### config.mk
export PLATFORM = sky130hd
export DESIGN_NAME = rf_auth_access_control
export DESIGN_NICKNAME = d
export VERILOG_FILES = /design/src/rf_auth_pkg.sv /design/src/rf_auth_access_control.sv
export VERILOG_INCLUDE_DIRS = /design/src /design/src/src
export SDC_FILE = /design/constraint.sdc
export NUM_CORES = 1
export LEC_CHECK = 0
export BUFFER_PORTS_ARGS = -buffer_cell sky130_fd_sc_hd__buf_2
export CORE_MARGIN = 1
export CORE_UTILIZATION = 45
export CTS_CLUSTER_DIAMETER = 40
export DETAILED_ROUTE_END_ITERATION = 8
export HOLD_SLACK_MARGIN = 0.12
export PLACE_DENSITY_LB_ADDON = 0.3
export SLEW_MARGIN = 20
export SYNTH_ARGS = -nofsm -noshare
export SYNTH_HDL_FRONTEND = slang
export SYNTH_SLANG_ARGS = --single-unit
### constraint.sdc
create_clock -name i_ref_clk -period 3.5 [get_ports i_ref_clk]
set_clock_uncertainty 0.2 [all_clocks]
set_input_delay 0.175 -clock i_ref_clk [delete_from_list [all_inputs] [get_ports i_ref_clk]]
set_output_delay 0.175 -clock i_ref_clk [all_outputs]
set_load 0.005 [all_outputs]
### src/rf_auth_cfg.svh
// Constants for the RF login and access-protection block.
// Assumes inclusion by bare name from the package and the design module.
`ifndef RF_AUTH_CFG_SVH
`define RF_AUTH_CFG_SVH

// Host and RF configuration byte selector codes.
`define SEL_KEY0      4'h0
`define SEL_KEY1      4'h1
`define SEL_KEY2      4'h2
`define SEL_KEY3      4'h3
`define SEL_KILL      4'h4
`define SEL_RETRY     4'h5
`define SEL_FLOOR     4'h6
`define SEL_OPSEL     4'h7
`define SEL_POLL      4'h8

// Reset values of the stored bytes.
`define KEY_RST       32'h0000_0000
`define KILL_RST      8'h00
`define RETRY_RST     8'h77
`define FLOOR_RST     8'hFF
`define OPSEL_RST     8'h00
`define POLL_RST      8'h44

// Field positions and masks.
`define KILL_RF_BIT   6
`define KILL_EXT_BIT  7
`define OP_WR_BIT     1
`define OP_RD_BIT     0
`define RETRY_MASK    8'h77
`define RETRY_FULL    8'h77
`define CTR_ZERO      3'h0
`define CTR_ONE       3'h1
`define BYTE_ZERO     8'h00

// Last implemented memory block and blocks covered by one read.
`define LAST_BLOCK    8'h7F
`define READ_BLOCKS   4

`endif

### src/rf_auth_pkg.sv
// Types shared by the RF login and access-protection block.
// Assumes the constants header sits beside it.
`include "rf_auth_cfg.svh"

package rf_auth_pkg;

	// Kind of RF request presented by the protocol engine.
	typedef enum logic [2:0] {
		OP_SENS   = 3'h0,
		OP_KEY_WR = 3'h1,
		OP_CFG_RD = 3'h2,
		OP_CFG_WR = 3'h3,
		OP_MEM_RD = 3'h4,
		OP_MEM_WR = 3'h5
	} rf_op_t;

	// Login state of the RF side.
	typedef enum logic [1:0] {
		ST_OPEN = 2'b01,
		ST_AUTH = 2'b10
	} auth_state_t;

endpackage

### src/rf_auth_access_control.sv
// RF login key check, retry budget, kill byte and protected-region gating.
// Assumes a protocol engine that presents one-cycle RF requests and a host
// interface (SPI or I2C) that presents one-cycle byte accesses.
`timescale 1ns/1ns
`include "rf_auth_cfg.svh"

module rf_auth_access_control (
	// Clock and reset.
	input  wire logic        i_ref_clk,
	input  wire logic        i_sys_rst,
	// Host byte access.
	input  wire logic        i_host_wr,
	input  wire logic        i_host_rd,
	input  wire logic [3:0]  i_host_sel,
	input  wire logic [7:0]  i_host_wdata,
	output logic      [7:0]  o_host_rdata,
	// RF request from the protocol engine.
	input  wire logic        i_rf_req,
	input  wire logic [2:0]  i_rf_op,
	input  wire logic [3:0]  i_rf_cfg_sel,
	input  wire logic [7:0]  i_rf_wdata,
	input  wire logic [31:0] i_rf_key_data,
	input  wire logic [7:0]  i_rf_blk_addr,
	input  wire logic        i_rf_blk_locked,
	// Tag state and enables held in other configuration bytes.
	input  wire logic        i_rf_selected,
	input  wire logic        i_prot_set_en,
	input  wire logic        i_rfcfg_en,
	// RF answer.
	output logic             o_rf_done,
	output logic             o_rf_answer,
	output logic      [7:0]  o_rf_rdata,
	output logic      [3:0]  o_rf_read_mask,
	output logic             o_rf_to_sleep,
	// Status.
	output logic             o_authenticated,
	output logic             o_auth_lockout,
	output logic             o_rf_disabled,
	output logic             o_ext_modes_disabled,
	output logic      [7:0]  o_poll_answer_low
);

	// ------------------------------------------------------------
	// Stored bytes and state
	// ------------------------------------------------------------
	logic [31:0]               key_reg;
	logic [7:0]                kill_reg;
	logic [7:0]                retry_reg;
	logic [7:0]                floor_reg;
	logic [7:0]                opsel_reg;
	logic [7:0]                poll_reg;
	rf_auth_pkg::auth_state_t  state_reg;
	logic                      lockout_reg;
	logic                      done_reg;
	logic                      answer_reg;
	logic [7:0]                rdata_reg;
	logic [3:0]                mask_reg;
	logic                      sleep_reg;
	logic [7:0]                host_rdata_reg;

	// ------------------------------------------------------------
	// Request decode
	// ------------------------------------------------------------
	logic       rf_live;
	logic       authed;
	logic       lockout;
	logic       login_try;
	logic       login_ok;
	logic       login_bad;
	logic       key_ovr;
	logic       host_retry_wr;
	logic [2:0] ctr_dec;
	logic       cfg_rf_ok;
	logic       cfg_rf_wr;
	logic       region_live;
	logic       wr_prot;
	logic       wr_ok;
	logic [3:0] rd_mask;
	logic [7:0] cfg_rdata;
	logic [7:0] host_view;

	// A killed RF part answers no request; only done still follows the request.
	assign rf_live = i_rf_req & ~kill_reg[`KILL_RF_BIT];
	assign authed  = (state_reg == rf_auth_pkg::ST_AUTH);

	// Budget is gone at zero or when the two copies disagree.
	assign lockout = (retry_reg[2:0] == `CTR_ZERO)
		| (retry_reg[2:0] != retry_reg[6:4]);

	// A key write outside the authenticated state is a login attempt.
	assign login_try = rf_live & i_rf_selected & ~authed
		& (i_rf_op == rf_auth_pkg::OP_KEY_WR);
	assign login_ok  = login_try & ~lockout
		& (i_rf_key_data == key_reg);
	assign login_bad = login_try & ~login_ok;
	assign key_ovr   = rf_live & i_rf_selected & authed
		& (i_rf_op == rf_auth_pkg::OP_KEY_WR);
	assign host_retry_wr = i_host_wr & (i_host_sel == `SEL_RETRY);

	// Only ever decremented from a nonzero value, so it cannot wrap.
	assign ctr_dec = retry_reg[2:0] - `CTR_ONE;

	// RF may touch config bytes only under their own conditions.
	always_comb begin
		case (i_rf_cfg_sel)
			`SEL_KEY0, `SEL_KEY1, `SEL_KEY2, `SEL_KEY3: begin
				cfg_rf_ok = (i_rf_op == rf_auth_pkg::OP_CFG_RD);
			end
			`SEL_FLOOR, `SEL_OPSEL: begin
				cfg_rf_ok = authed & i_prot_set_en;
			end
			`SEL_POLL: begin
				cfg_rf_ok = i_rfcfg_en;
			end
			default: begin
				cfg_rf_ok = 1'b0;
			end
		endcase
	end
	assign cfg_rf_wr = rf_live & cfg_rf_ok
		& (i_rf_op == rf_auth_pkg::OP_CFG_WR);

	// RF view of a config byte; the key always reads back as zero.
	always_comb begin
		case (i_rf_cfg_sel)
			`SEL_FLOOR: cfg_rdata = floor_reg;
			`SEL_OPSEL: cfg_rdata = opsel_reg;
			`SEL_POLL:  cfg_rdata = poll_reg;
			default:    cfg_rdata = `BYTE_ZERO;
		endcase
	end

	// ------------------------------------------------------------
	// Protected region
	// ------------------------------------------------------------
	// A floor past the last block leaves nothing protected.
	assign region_live = (floor_reg <= `LAST_BLOCK);
	assign wr_prot = region_live & opsel_reg[`OP_WR_BIT]
		& (i_rf_blk_addr > floor_reg);
	// Lock bits win over authentication.
	// The lock input only ever reaches the RF write path, never the host.
	assign wr_ok = ~i_rf_blk_locked & (~wr_prot | authed);

	// One mask bit per block of a multi-block read.
	genvar gi;
	generate
		for (gi = 0; gi < `READ_BLOCKS; gi++) begin : g_rd
			logic [7:0] blk;
			assign blk = i_rf_blk_addr + 8'(gi);
			assign rd_mask[gi] = authed | ~(region_live
				& opsel_reg[`OP_RD_BIT] & (blk > floor_reg));
		end
	endgenerate

	// ------------------------------------------------------------
	// Login state
	// ------------------------------------------------------------
	// Deselection overrides a login in the same cycle.
	always_ff @(posedge i_ref_clk) begin
		if (i_sys_rst) begin
			state_reg <= rf_auth_pkg::ST_OPEN;
		end else if (!i_rf_selected) begin
			state_reg <= rf_auth_pkg::ST_OPEN;
		end else if (login_ok) begin
			state_reg <= rf_auth_pkg::ST_AUTH;
		end else begin
			case (state_reg)
				rf_auth_pkg::ST_OPEN: state_reg <= rf_auth_pkg::ST_OPEN;
				rf_auth_pkg::ST_AUTH: state_reg <= rf_auth_pkg::ST_AUTH;
				default:              state_reg <= rf_auth_pkg::ST_OPEN;
			endcase
		end
	end

	// ------------------------------------------------------------
	// Retry budget
	// ------------------------------------------------------------
	// Both copies change in one write; RF updates keep them paired, a host write may not; the host wins.
	always_ff @(posedge i_ref_clk) begin
		if (i_sys_rst) begin
			retry_reg <= `RETRY_RST;
		end else if (host_retry_wr) begin
			retry_reg <= i_host_wdata & `RETRY_MASK;
		end else if (login_ok) begin
			retry_reg <= `RETRY_FULL;
		end else if (login_bad && !lockout) begin
			retry_reg <= {1'b0, ctr_dec, 1'b0, ctr_dec};
		end
	end

	// ------------------------------------------------------------
	// Key and configuration bytes
	// ------------------------------------------------------------
	// Host writes land byte by byte and are never gated.
	always_ff @(posedge i_ref_clk) begin
		if (i_sys_rst) begin
			key_reg <= `KEY_RST;
		end else if (i_host_wr && i_host_sel <= `SEL_KEY3) begin
			key_reg[i_host_sel[1:0]*8 +: 8] <= i_host_wdata;
		end else if (key_ovr) begin
			key_reg <= i_rf_key_data;
		end
	end

	// Kill byte is host only; the bits take effect at once.
	always_ff @(posedge i_ref_clk) begin
		if (i_sys_rst) begin
			kill_reg <= `KILL_RST;
		end else if (i_host_wr && i_host_sel == `SEL_KILL) begin
			kill_reg <= i_host_wdata;
		end
	end

	// Protection bytes and poll byte; host first, then qualified RF.
	always_ff @(posedge i_ref_clk) begin
		if (i_sys_rst) begin
			floor_reg <= `FLOOR_RST;
			opsel_reg <= `OPSEL_RST;
			poll_reg  <= `POLL_RST;
		end else if (i_host_wr) begin
			if (i_host_sel == `SEL_FLOOR) floor_reg <= i_host_wdata;
			if (i_host_sel == `SEL_OPSEL) opsel_reg <= i_host_wdata;
			if (i_host_sel == `SEL_POLL)  poll_reg  <= i_host_wdata;
		end else if (cfg_rf_wr) begin
			if (i_rf_cfg_sel == `SEL_FLOOR) floor_reg <= i_rf_wdata;
			if (i_rf_cfg_sel == `SEL_OPSEL) opsel_reg <= i_rf_wdata;
			if (i_rf_cfg_sel == `SEL_POLL)  poll_reg  <= i_rf_wdata;
		end
	end

	// ------------------------------------------------------------
	// Host read port
	// ------------------------------------------------------------
	always_comb begin
		case (i_host_sel)
			`SEL_KILL:  host_view = kill_reg;
			`SEL_RETRY: host_view = retry_reg;
			`SEL_FLOOR: host_view = floor_reg;
			`SEL_OPSEL: host_view = opsel_reg;
			`SEL_POLL:  host_view = poll_reg;
			default:    host_view = `BYTE_ZERO;
		endcase
	end

	always_ff @(posedge i_ref_clk) begin
		if (i_sys_rst) begin
			host_rdata_reg <= `BYTE_ZERO;
		end else if (i_host_rd) begin
			host_rdata_reg <= host_view;
		end
	end

	// ------------------------------------------------------------
	// RF answer
	// ------------------------------------------------------------
	// Every request completes one cycle later; answer low means silence.
	always_ff @(posedge i_ref_clk) begin
		if (i_sys_rst) begin
			done_reg   <= 1'b0;
			answer_reg <= 1'b0;
			rdata_reg  <= `BYTE_ZERO;
			mask_reg   <= 4'h0;
			sleep_reg  <= 1'b0;
		end else begin
			done_reg   <= i_rf_req;
			sleep_reg  <= login_bad;
			answer_reg <= 1'b0;
			rdata_reg  <= `BYTE_ZERO;
			mask_reg   <= 4'h0;
			if (rf_live) begin
				case (i_rf_op)
					rf_auth_pkg::OP_SENS: begin
						answer_reg <= 1'b1;
						rdata_reg  <= poll_reg;
					end
					rf_auth_pkg::OP_KEY_WR: begin
						answer_reg <= login_ok | key_ovr;
					end
					rf_auth_pkg::OP_CFG_RD: begin
						answer_reg <= cfg_rf_ok;
						rdata_reg  <= cfg_rf_ok ? cfg_rdata : `BYTE_ZERO;
					end
					rf_auth_pkg::OP_CFG_WR: begin
						answer_reg <= cfg_rf_ok;
					end
					rf_auth_pkg::OP_MEM_RD: begin
						answer_reg <= |rd_mask;
						mask_reg   <= rd_mask;
					end
					rf_auth_pkg::OP_MEM_WR: begin
						answer_reg <= wr_ok;
					end
					default: begin
						answer_reg <= 1'b0;
					end
				endcase
			end
		end
	end

	// Lockout flag is published one cycle after the counters move.
	always_ff @(posedge i_ref_clk) begin
		if (i_sys_rst) begin
			lockout_reg <= 1'b0;
		end else begin
			lockout_reg <= lockout;
		end
	end

	// Outputs straight from flops; tunneling and extended modes are
	// gated outside this block by the published kill bit.
	assign o_host_rdata         = host_rdata_reg;
	assign o_rf_done            = done_reg;
	assign o_rf_answer          = answer_reg;
	assign o_rf_rdata           = rdata_reg;
	assign o_rf_read_mask       = mask_reg;
	assign o_rf_to_sleep        = sleep_reg;
	assign o_authenticated      = state_reg[1];
	assign o_auth_lockout       = lockout_reg;
	assign o_rf_disabled        = kill_reg[`KILL_RF_BIT];
	assign o_ext_modes_disabled = kill_reg[`KILL_EXT_BIT];
	assign o_poll_answer_low    = poll_reg;
endmodule

* Word-level counts from Yosys, hierarchy flattened
Index checks and enable logic that the tools add are counted.
** Storage, ports and cells
- Word-level logic and storage cells :: 139
- Register bits after elaboration :: 96
- Bits of input ports :: 76
- Output and inout port bits :: 35
** Cells by class
- Bitwise gates (word level) :: 41
- Shifts and indexed selects :: 2
- Muxes and demuxes :: 26
- Reductions and logical operators :: 23
- Add/sub/neg operators :: 5
- Equality and inequality tests :: 22
- Magnitude comparators :: 6
** Operator list (count)
- $mux 8 :: 13
- $mux 32 :: 2
- $pmux 8 s5 :: 1
- $neg 5->34 :: 1
- $shift 8x34->32 const A :: 1
- $shiftx 8x34->32 :: 1
- $bwmux 32 :: 1
- $eq 32x32->1 :: 1
- $gt 8x8->1 :: 4
- $eq 4x3->1 const B :: 6
- $pmux 8 s3 :: 1
- $and 1x1->1 :: 21
- $mux 7 :: 3
- $add 8x2->8 const B :: 2
- $pmux 8 s2 :: 1
- $not 1->1 :: 13
- $reduce_bool 2->1 :: 5
- $reduce_and 3->1 :: 3
- $add 8x1->8 const B :: 1
- $eq 4x2->1 const B :: 2
- $eq 4x4->1 const B :: 2
- $le 8x7->1 const B :: 1
- $reduce_or 2->1 :: 4
- $reduce_or 4->1 :: 2
- other kinds (19) :: 33

* Logic depth before layout (Yosys ltp)
Gate-level depths: netlist of run 1.
- Depth in word-level cells :: 13
- Mapped depth :: 13
- Gate-level depth less buffers :: 12

* Least setup slack after synthesis of run 1
OpenSTA, ideal clock, no wires.
- Path kind :: in2reg
- Start point :: input port i_rf_blk_addr[3]
- End point :: register answer_reg (netlist: o_rf_answer)
- Setup slack :: 0.886 ns
- Path buffers :: 2
- Data required time :: 3.175 ns
- Cell stages on the path :: 13
- Arrival time :: 2.288 ns
- Setup time :: 0.125 ns
- Path through :: clkbuf_1 > and2_1 > clkbuf_1 > nand3_1 > nor2_1 > xor2_1 > ha_1 > nand4_1 > nor2_1 > a2111oi_0 > a21oi_1 > o31ai_1 > a31oi_1
** Between the ends
- Cells in the longest elaborated chain, start to end :: 7
- Elaborated cells between the ends (all ways) :: 25
- Classes of those cells :: add/sub (3); order compare (4); mux (1); bitwise (16); reduce/logical (1)
** RTL lines
- start, declared :: line rf_auth_access_control.sv:23 : input wire logic [7:0] i_rf_blk_addr,
- $add 8x1->8 / $add 8x2->8 (equally long branches) :: line rf_auth_access_control.sv:149 : assign blk = i_rf_blk_addr + 8'(gi);
- $gt 8x8->1 :: line rf_auth_access_control.sv:151 : & opsel_reg[`OP_RD_BIT] & (blk > floor_reg));
- $and 1x1->1 :: line rf_auth_access_control.sv:150 : assign rd_mask[gi] = authed | ~(region_live
- $not 1->1 :: line rf_auth_access_control.sv:150
- $or 1x1->1 :: line rf_auth_access_control.sv:150
- $reduce_or 4->1 :: line rf_auth_access_control.sv:287 : answer_reg <= |rd_mask;
- $pmux 1 s5 * :: line rf_auth_access_control.sv:271 : case (i_rf_op)
- end signal, assigned :: line rf_auth_access_control.sv:277 : answer_reg <= login_ok | key_ovr;
- end signal, assigned :: line rf_auth_access_control.sv:287
- end signal, assigned :: line rf_auth_access_control.sv:291 : answer_reg <= wr_ok;
- end, declared :: line rf_auth_access_control.sv:55 : logic answer_reg;
Every way passes the cells marked *; elsewhere a longest branch is shown, timed or not.
A chain may end at the register's enable or synchronous reset.

* Final worst setup path of run 1
- Start point :: register floor_reg[7]
- End point :: register answer_reg (netlist: o_rf_answer)
** Between the ends
- Cells in the longest elaborated chain, start to end :: 7
- Elaborated cells between the ends (all ways) :: 25
- Classes of those cells :: order compare (5); mux (1); bitwise (18); reduce/logical (1)
** RTL lines
- start, declared :: line rf_auth_access_control.sv:49 : logic [7:0] floor_reg;
- start signal, assigned :: line rf_auth_access_control.sv:217 : floor_reg <= `FLOOR_RST;
- start signal, assigned :: line rf_auth_access_control.sv:221 : if (i_host_sel == `SEL_FLOOR) floor_reg <= i_host_wdata;
- start signal, assigned :: line rf_auth_access_control.sv:225 : if (i_rf_cfg_sel == `SEL_FLOOR) floor_reg <= i_rf_wdata;
- $le 8x7->1 (no source line)
- $and 1x1->1 (on tied branches) (2 in a row) :: line rf_auth_access_control.sv:150, rf_auth_access_control.sv:138
- $not 1->1 (on tied branches) :: line rf_auth_access_control.sv:150, rf_auth_access_control.sv:142
- $or 1x1->1 (on tied branches) :: line rf_auth_access_control.sv:150, rf_auth_access_control.sv:142
- $reduce_or 4->1 / $and 1x1->1 (equally long branches) :: line rf_auth_access_control.sv:287, rf_auth_access_control.sv:142
- $pmux 1 s5 * :: line rf_auth_access_control.sv:271
Marks and branches as above.

==> results of run 1 <==
-- worst min-delay path by stage --
stage / start / end / slack [ns] / depth (start not counted)
after floorplan: i_host_wdata[1] / retry_reg[1] / 0.10 / 1
after global placement: kill_reg[0] / kill_reg[0] / 0.25 / 2
after detailed placement: kill_reg[0] / kill_reg[0] / 0.26 / 2
after CTS: i_rf_op[0] / o_rf_read_mask[1] / 0.13 / 4
after global routing: i_rf_op[0] / o_rf_rdata[0] / 0.17 / 4
final: i_rf_op[0] / o_rf_read_mask[1] / 0.15 / 4
-- per-layer routing --
layer | track usage, % | vias up | part of all wire, %
met5 | 0 | - | 0
met4 | 14.8 | 0 | 4.1
met2 | 43.0 | 239 | 46
li1 | - | 2782 | -
met3 | 4.00 | 62 | 5.9
met1 | 34.6 | 2683 | 44
-- worst min-delay path, stage by stage --
cell and delay, ns:
buf_2 0.18, nor3b_1 0.10, nand2_1 0.14, nor2b_1 0.06
-- what timing repair did --
item | CTS | global route
hold buffers | 58 | 0
setup endpoints to repair | 0 | 0
buffers inserted | 0 | 0
endpoints found under the hold margin | 85 | 0
-- placed cells by master, fill, tap and decap left out, types with 3 or more instances in the layout --
cell type      instances
a211oi_1              41
a21o_1                 5
a21oi_1               39
a22oi_1               52
and2_1                 3
and3_1                 6
buf_2                110
buf_4                  4
clkbuf_1               4
clkbuf_16              9
dfxtp_1               96
dlygate4sd3_1         58
ha_1                  42
inv_1                 16
mux2_2                 9
mux2i_1               24
nand2_1               45
nand2b_1              14
nand3_1               10
nand4_1                9
nor2_1                85
nor2b_1               11
nor3_1                 5
nor3b_1                3
nor4_1                 8
o211ai_1               5
o21a_1                 3
o21ai_0               12
o21ai_1                3
or3_1                  3
xnor2_1               10
xor2_1                42
-- cell families after synthesis --
family	synth area share (%)
XOR/XNOR	7.69
buffers and inverters	3.95
adder cells (fa/ha/maj)	8.88
AND/OR/NAND/NOR	18.6
AO/OA/AOI/OAI	22.7
flip-flops	32.5
multiplexers	5.77
-- stage by stage --
step / cell area (sq um) / utilization (%) / total power [mW] / cells
3_3_place_gp: 6550 / 51.5 / 1.52 / 930
5_1_grt: 7410 / 58.3 / 2.63 / 1004
3_5_place_dp: 6550 / 51.5 / 1.53 / 930
4_1_cts: 7410 / 58.2 / 2.53 / 1004
2_1_floorplan: 5920 / - / 1.39 / 686
6_report: 7410 / 58.3 / 2.54 / 1004
-- power by group through the flow --
stage,logic (mW),registers [mW],clock network [mW]
5_1_grt,0.468,1.14,1.02
4_1_cts,0.421,1.14,0.976
2_1_floorplan,0.229,1.16,0
3_5_place_dp,0.370,1.16,0
6_report,0.431,1.14,0.969
3_3_place_gp,0.358,1.16,0
-- area by class of cell --
type                       count  area, sq um
fill                        1167         5310
multi-input combinational    531         3770
sequential                    96         1920
timing repair buffer         172         1160
clock buffer                  13          240
tap                          172          215
inverter                      17         63.8
clock inverter                 3         42.5
==> results.cfg, run 1 <==
[synth]
synth_top_area_share_pct = 32.5
synth-edff-count = 0
netlist_top_cells_count = dfxtp_1, nor2_1, a22oi_1
synthFlopType = dfxtp_1
synth_seq_area_share_pct = 32.5
synth.avg_cell_area_sq_um = 8.63
synth_most_common_cell = dfxtp_1
syn_inst = 686
synth.area.top_cells = dfxtp_1, ha_1, a22oi_1
yosys_warnings = 0
synth_seq_cells = 96
syn-num-nets = 804
yosys.cell_types.count = 61
async_reset_ff_share_pct = 0
synth_area_sq_mm = 0.00592
synth_largest_area_cell = dfxtp_1

[detailed_routing]
drc = 0
vias_per_cell = 5.74
drt-total-wl_mm = 18.0
dr.pass1.iters = 8
ant_nets = 0
wl_per_cell_microns = 17.9
vias = 5766
detail_route.iter0.violations = 476

[critical_path]
rrSetupSlack_ns = 0.49
path_max_fanout = 6
rr_worst_depth = 9
crit_buf_inv = 2
required_ns = 3.53
crit_end = o_rf_answer
path_delay_family = compound AO/OA/AOI/OAI gates
crit_slowest_cell = dlygate4sd3_1
critPathLaunchType = register
critPathKind = reg2reg
cp-end-kind = register
slowest_delay_ns = 0.57
worst_r2r_endpoint = o_rf_answer
r2r-start = floor_reg[7]
arrival_ns = 3.04
crit_chain = inv_1, ha_1, nand4_1, nand2b_1, o22ai_1, o211ai_1, o31ai_1, a31oi_1, dlygate4sd3_1
crit_start = floor_reg[7]
cp_num_cells = 9

[pwr]
p_clk_share_pct = 38.2
swShare_pct = 26.4
p_leak_nw = 3.32
power_density_mw_per_mm2 = 342
p_comb_share_pct = 17.0
p_switching_mw = 0.669
peakVddDrop_v = 0.000260
p_int_mw = 1.87
seq_power_share_pct = 44.8

[floorplan]
io_pins = 111
rows = 41
core_area_sq_mm = 0.0127
start_util_pct = 46.5
die_w_microns = 117
fp.dieH_microns = 117
die-area_sq_mm = 0.0136

[timing]
hold_ws_ns = 0.154
worst_slew_pin_slew_ns = 0.701
setup-tns-final_ns = 0
fin_crit_ns = 3.01
max_slew_margin_pct = 53.3
fmax_mhz = 332
rsz0062_at_grt = no
hold_viol = 0
drv_slew = 0
finalCritPeriodShare_pct = 86.0
setup_slack_ns = 0.489
setup_viol = 0

[place]
dpl.hpwl_mm = 13.0
port_buffers = 110
dp_slack_ns = 0.756
gp_congestion = 0.920

[cts]
clkTransAtPathRegs_ns = 0.07
ctsResizeCount = 0
cts.path.max_buffers = 2
htreeDepth = 3
clk_latency_ns = 0.35
clk_root_buffer_cell = clkbuf_16
cts_sinks = 96
cts_tree = yes
cts_buffers = 9

[final_layout]
nNetsFinal = 945
antennaDiodeCount = 0
syn2layout_area_growth_pct = 25.2
largest_reg_flops = 32
drive_above_1_share_pct = 18.1

[global_routing]
grt_max_degree = 46
antenna_found_initial = 0
overflow = 0
grt_pass1_wl_mm = 27.4
grtUsageTotal_pct = 26.8
first_global_vias = 5392

[hold_path]
hold_class = in2reg

[status]
status = finished, final reports clean

[flow_run]
drv_cap = 0
(Power assumes the default switching activity.)
==> inputs of run 2 (changes only) <==
--- a/config.mk
+++ b/config.mk
@@ -6,7 +6,9 @@
 export SDC_FILE = /design/constraint.sdc
 export NUM_CORES = 1
 export LEC_CHECK = 0
+export ABC_AREA = 1
 export BUFFER_PORTS_ARGS = -buffer_cell sky130_fd_sc_hd__buf_2
+export CAP_MARGIN = 20
 export CORE_MARGIN = 1
 export CORE_UTILIZATION = 45
 export CTS_CLUSTER_DIAMETER = 40
==> run 2 against run 1 <==
Against the previous run:
- register-to-register slack better by 0.49 ns
- cell area increased by 3.5%
- utilization fell by 0.56 points
- die area increased by 4.3%
==> results.cfg, run 2 <==
[status]
status = finished, final reports clean

[critical_path]
critPathLaunchType = input pin
crit_start = i_host_sel[0]
required_ns = 3.54
rrSetupSlack_ns = 0.98
critPathKind = in2reg
path_max_fanout = 20
worst_r2r_endpoint = key_reg[8]
cp-end-kind = register
crit_end = kill_reg[3]
rr_worst_depth = 10
arrival_ns = 2.68
r2r-start = state_reg[1]

[final_layout]
drive_above_1_share_pct = 14.9
design_area_sq_mm = 0.00767
syn2layout_area_growth_pct = 24.1
final_cell_mix = nand2_1, buf_2, inv_1, a21oi_1, dfxtp_1
final_core_util_pct = 57.7
nNetsFinal = 1156
layout_commonest_cell = nand2_1
antennaDiodeCount = 0
largest_reg_flops = 32

[cts]
clkTransAtPathRegs_ns = 0.07
cts_buffers = 9
post_cts_buffers = 0
clk_root_buffer_cell = clkbuf_16
clk_latency_ns = 0.35
cts.path.max_buffers = 2
cts_sinks = 96
cts_tree = yes
htreeDepth = 3

[synth]
synthFlopType = dfxtp_1
synth_most_common_cell = nand2_1
synth.area.top_cells = dfxtp_1, nand2_1, ha_1
syn_inst = 889
synth-edff-count = 0
synth_top_area_share_pct = 31.1
synth_seq_cells = 96
yosys.cell_types.count = 41
synth_seq_area_share_pct = 31.1
synth.avg_cell_area_sq_um = 6.95
netlist_top_cells_count = nand2_1, inv_1, a21oi_1
synth_largest_area_cell = dfxtp_1
yosys_warnings = 0
synth_area_sq_mm = 0.00618
syn-num-nets = 1007
async_reset_ff_share_pct = 0

[detailed_routing]
dr.pass1.iters = 8
drt-total-wl_mm = 18.0
vias_per_cell = 5.22
detail_route.iter0.violations = 423
ant_nets = 0
wl_per_cell_microns = 14.8
drc = 0
vias = 6362

[floorplan]
start_util_pct = 46.5
die_w_microns = 119
fp.dieH_microns = 119
rows = 42
core_area_sq_mm = 0.0133
io_pins = 111
die-area_sq_mm = 0.0142

[timing]
max_slew_margin_pct = 43.9
setup-tns-final_ns = 0
finalCritPeriodShare_pct = 75.3
rsz0062_at_grt = no
worst_slew_pin_slew_ns = 0.840
fmax_mhz = 379
setup_viol = 0
hold_viol = 0
fin_crit_ns = 2.64
hold_ws_ns = 0.124
drv_slew = 0

[place]
place_area_sq_mm = 0.00680
dpl.hpwl_mm = 13.4
port_buffers = 110
gp_congestion = 0.911

[global_routing]
first_global_vias = 5949
grt_pass1_wl_mm = 29.6
grtUsageTotal_pct = 26.4
grt_max_degree = 33
overflow = 0
antenna_found_initial = 1

[pwr]
p_leak_nw = 3.72
power_density_mw_per_mm2 = 347
total_power_mw = 2.66
peakVddDrop_v = 0.000304

[flow_run]
drv_cap = 0

[hold_path]
hold_class = in2reg
## run 2: cell count changes after synthesis, moves of 28 or more
cell      change
a211oi_1     -35
o21ai_0      +52
nand3_1      +28
a22oi_1      -52
inv_1        +93
xor2_1       -28
a21oi_1      +64
nand2_1     +153
## run 2: per-stage QoR
stage	cells	setup slack [ns]
final	1219	0.863
after global routing	1219	0.644
after CTS	1219	0.905
after detailed placement	1149	0.995
after global placement	1149	1.05
after floorplan	889	1.20
## run 2: area by class of cell
class | count | area [sq um]
multi-input combinational | 653 | 3670
sequential | 96 | 1920
fill | 1264 | 5620
clock buffer | 11 | 253
tap | 176 | 220
timing repair buffer | 166 | 1110
inverter | 112 | 420
clock inverter | 5 | 78.8
## run 2: metal layers
layer | up-vias | track usage (%) | wire [microns]
li1 | 3239 | - | -
met1 | 2847 | 34.6 | 8260
met2 | 233 | 42.6 | 8070
met3 | 41 | 5.94 | 1240
met4 | 2 | 8.78 | 440
met5 | - | 0 | 10
## run 2: timing repair
item | 4_1_cts | 5_1_grt
endpoints found under the hold margin | 79 | 0
hold buffers | 54 | 0
gates resized for setup | 0 | 0
endpoints found under the setup margin | 0 | 0
## run 2: worst min path at each step
stage                                  from              endpoint  cells after the start
after global placement             i_rf_req             o_rf_done                      3
after global routing          i_rf_wdata[7]  o_poll_answer_low[7]                      3
after CTS                   i_rf_blk_locked           o_rf_answer                      6
after floorplan                    i_rf_req             o_rf_done                      2
after detailed placement           i_rf_req             o_rf_done                      3
final                     i_rf_key_data[12]           key_reg[12]                      5
## run 2: logic make-up after synthesis
| kind of cell | Yosys count | share of synthesized area, % |
|---|---|---|
| simple gates | 342 | 23.9 |
| compound gates | 228 | 21.2 |
| buf+inv | 140 | 9.51 |
| flops | 96 | 31.1 |
| fa+ha+maj | 42 | 8.50 |
| xor+xnor | 41 | 5.81 |
## run 2: power by group
group / total [mW] / switching [mW] / leakage (nW) / internal, mW
clock network: 1.09 / 0.429 / 0.165 / 0.664
registers: 1.14 / 0.0181 / 0.779 / 1.12
logic: 0.433 / 0.254 / 2.77 / 0.179
## run 2: worst max-delay path, cell delays in order
cell,delay (ns)
buf_2,0.21
inv_1,0.16
ha_1,0.20
inv_1,0.08
nor2_1,0.65
nand2_1,0.40
nand2_1,0.16
a21oi_1,0.07
dlygate4sd3_1,0.57
==> inputs of run 3 (changes only) <==
--- a/config.mk
+++ b/config.mk
@@ -6,7 +6,7 @@
 export SDC_FILE = /design/constraint.sdc
 export NUM_CORES = 1
 export LEC_CHECK = 0
-export ABC_AREA = 1
+export ABC_AREA = 0
 export BUFFER_PORTS_ARGS = -buffer_cell sky130_fd_sc_hd__buf_2
 export CAP_MARGIN = 20
 export CORE_MARGIN = 1
==> constraint.sdc (replaced) <==
create_clock -name i_ref_clk -period 2.76 [get_ports i_ref_clk]
set_clock_uncertainty 0.2 [all_clocks]
set_input_delay 0.138 -clock i_ref_clk [delete_from_list [all_inputs] [get_ports i_ref_clk]]
set_output_delay 0.138 -clock i_ref_clk [all_outputs]
set_load 0.005 [all_outputs]
==> run 3 against run 2 <==
Against the previous run:
- setup slack got worse by 0.67 ns
- via count fell by 8.2%
- total power rose by 24%
- critical path type unchanged
- largest cell class unchanged
- highest routed layer is now met4
==> results.cfg, run 3 (synthesis results as in run 1) <==
[final_layout]
final_cell_mix = buf_2, dfxtp_1, nor2_1, dlygate4sd3_1, a22oi_1
layout_commonest_cell = buf_2
final_core_util_pct = 58.6
largest_reg_flops = 32
drive_above_1_share_pct = 19.0
fin_cells = 1008
syn2layout_area_growth_pct = 26.0
nNetsFinal = 948

[cts]
cts.path.max_buffers = 2
htreeDepth = 3
cts_tree = yes
clk_latency_ns = 0.35
cts_sinks = 96
cts_buffers = 9
clkTransAtPathRegs_ns = 0.06
post_cts_buffers = 0
clk_root_buffer_cell = clkbuf_16

[detailed_routing]
wl_met2_mm = 8.65
routed.top_layer = met4
vias_per_cell = 5.80
drt-total-wl_mm = 18.1
wl_per_cell_microns = 17.9
ant_nets = 0
detail_route.iter0.violations = 460
dr.pass1.iters = 8
vias = 5842
drc = 0
wl_met1_mm = 7.73
dr_wl_met3_mm = 1.24

[timing]
rsz0062_at_grt = no
finalCritPeriodShare_pct = 92.8
setup_viol = 0
drv_slew = 0
fmax_mhz = 390
fin_crit_ns = 2.56
hold_viol = 0
max_slew_margin_pct = 27.4
setup-tns-final_ns = 0
setup_slack_ns = 0.198
worst_slew_pin_slew_ns = 1.08

[critical_path]
cpMostUsedCell = a22oi_2
arrival_ns = 2.58
slowest_delay_ns = 0.61
cp-end-kind = register
crit_chain = dlygate4sd3_1, buf_2, nor3b_1, a22oi_2, a2111oi_4, a22oi_2, mux2i_1, nor2_1
crit_slowest_cell = a2111oi_4
critPathLaunchType = input pin
path_max_fanout = 8
critPathKind = in2reg
required_ns = 2.78

[floorplan]
die_w_microns = 117
fp.dieH_microns = 117
start_util_pct = 46.5
core_area_sq_mm = 0.0127
rows = 41
io_pins = 111
die-area_sq_mm = 0.0136

[place]
dp_slack_ns = 0.0255
dp_cells = 935
dpl.hpwl_mm = 13.1
port_buffers = 110
gp_congestion = 0.901

[pwr]
p_leak_nw = 3.35
peakVddDrop_v = 0.000266
power_density_mw_per_mm2 = 442
total_power_mw = 3.30

[status]
status = finished, final reports clean

[global_routing]
overflow = 0
grtUsageTotal_pct = 26.9
grt_max_degree = 48
antenna_found_initial = 0
first_global_vias = 5525
grt_pass1_wl_mm = 27.9

[flow_run]
drv_cap = 0

[hold_path]
hold_class = in2reg
## run 3: cell types whose count changed in the layout (fill, tap and decap cells not counted), moves of 35 or more
cell | before | now
a211oi_1 | 6 | 41
a21oi_1 | 103 | 39
nand2_1 | 198 | 45
o21ai_0 | 64 | 12
a22oi_1 | 0 | 52
inv_1 | 109 | 16
## run 3: what timing repair did
item / 4_1_cts / 5_1_grt
endpoints found under the hold margin: 86 / 0
setup endpoints to repair: 0 / 0
hold buffers: 56 / 0
resized for setup: 0 / 0
## run 3: layout make-up
| cell class | instances | area, sq um |
|---|---|---|
| diodes | 1 | 2.50 |
| well taps | 172 | 215 |
| flip-flops and latches | 96 | 1920 |
| clock buffers | 10 | 239 |
| repair buffers | 175 | 1180 |
| multi-input cells | 531 | 3760 |
| fillers | 1128 | 5260 |
| clock inverters | 6 | 72.6 |
| inverters | 17 | 63.8 |
## run 3: worst paths after layout
kind / startpoint / to / slack (ns) / depth (start not counted)
max: i_rf_op[1] / o_poll_answer_low[1] / 0.20 / 8
max reg2reg: state_reg[0] / o_poll_answer_low[1] / 0.22 / 6
min reg2reg: kill_reg[0] / kill_reg[0] / 0.27 / 2
min: i_rf_req / o_rf_to_sleep / 0.14 / 4
## run 3: metrics by stage
stage          cell area, sq um  hold slack (ns)
5_1_grt                    7460            0.154
4_1_cts                    7460            0.122
6_report                   7460            0.143
2_1_floorplan              5920           0.0633
3_3_place_gp               6580            0.189
3_5_place_dp               6580            0.181
## run 3: worst max-delay path: cells and delay by family
family	cells	cell delay, ns
simple gates	2	0.33
mux	1	0.27
compound gates	3	1.12
buf+inv	2	0.71
## run 3: where the power goes
group / total, mW / switching (mW) / internal [mW]
Clock: 1.31 / 0.574 / 0.739
Combinational: 0.546 / 0.296 / 0.251
Sequential: 1.44 / 0.0233 / 1.42
Total: 3.30 / 0.893 / 2.41
## run 3: routing by layer
| metal | up-vias | GRT usage, % |
|---|---|---|
| met5 | - | 0 |
| met4 | 0 | 10.9 |
| met3 | 37 | 5.45 |
| met2 | 251 | 45.0 |
| met1 | 2765 | 33.8 |
| li1 | 2789 | - |
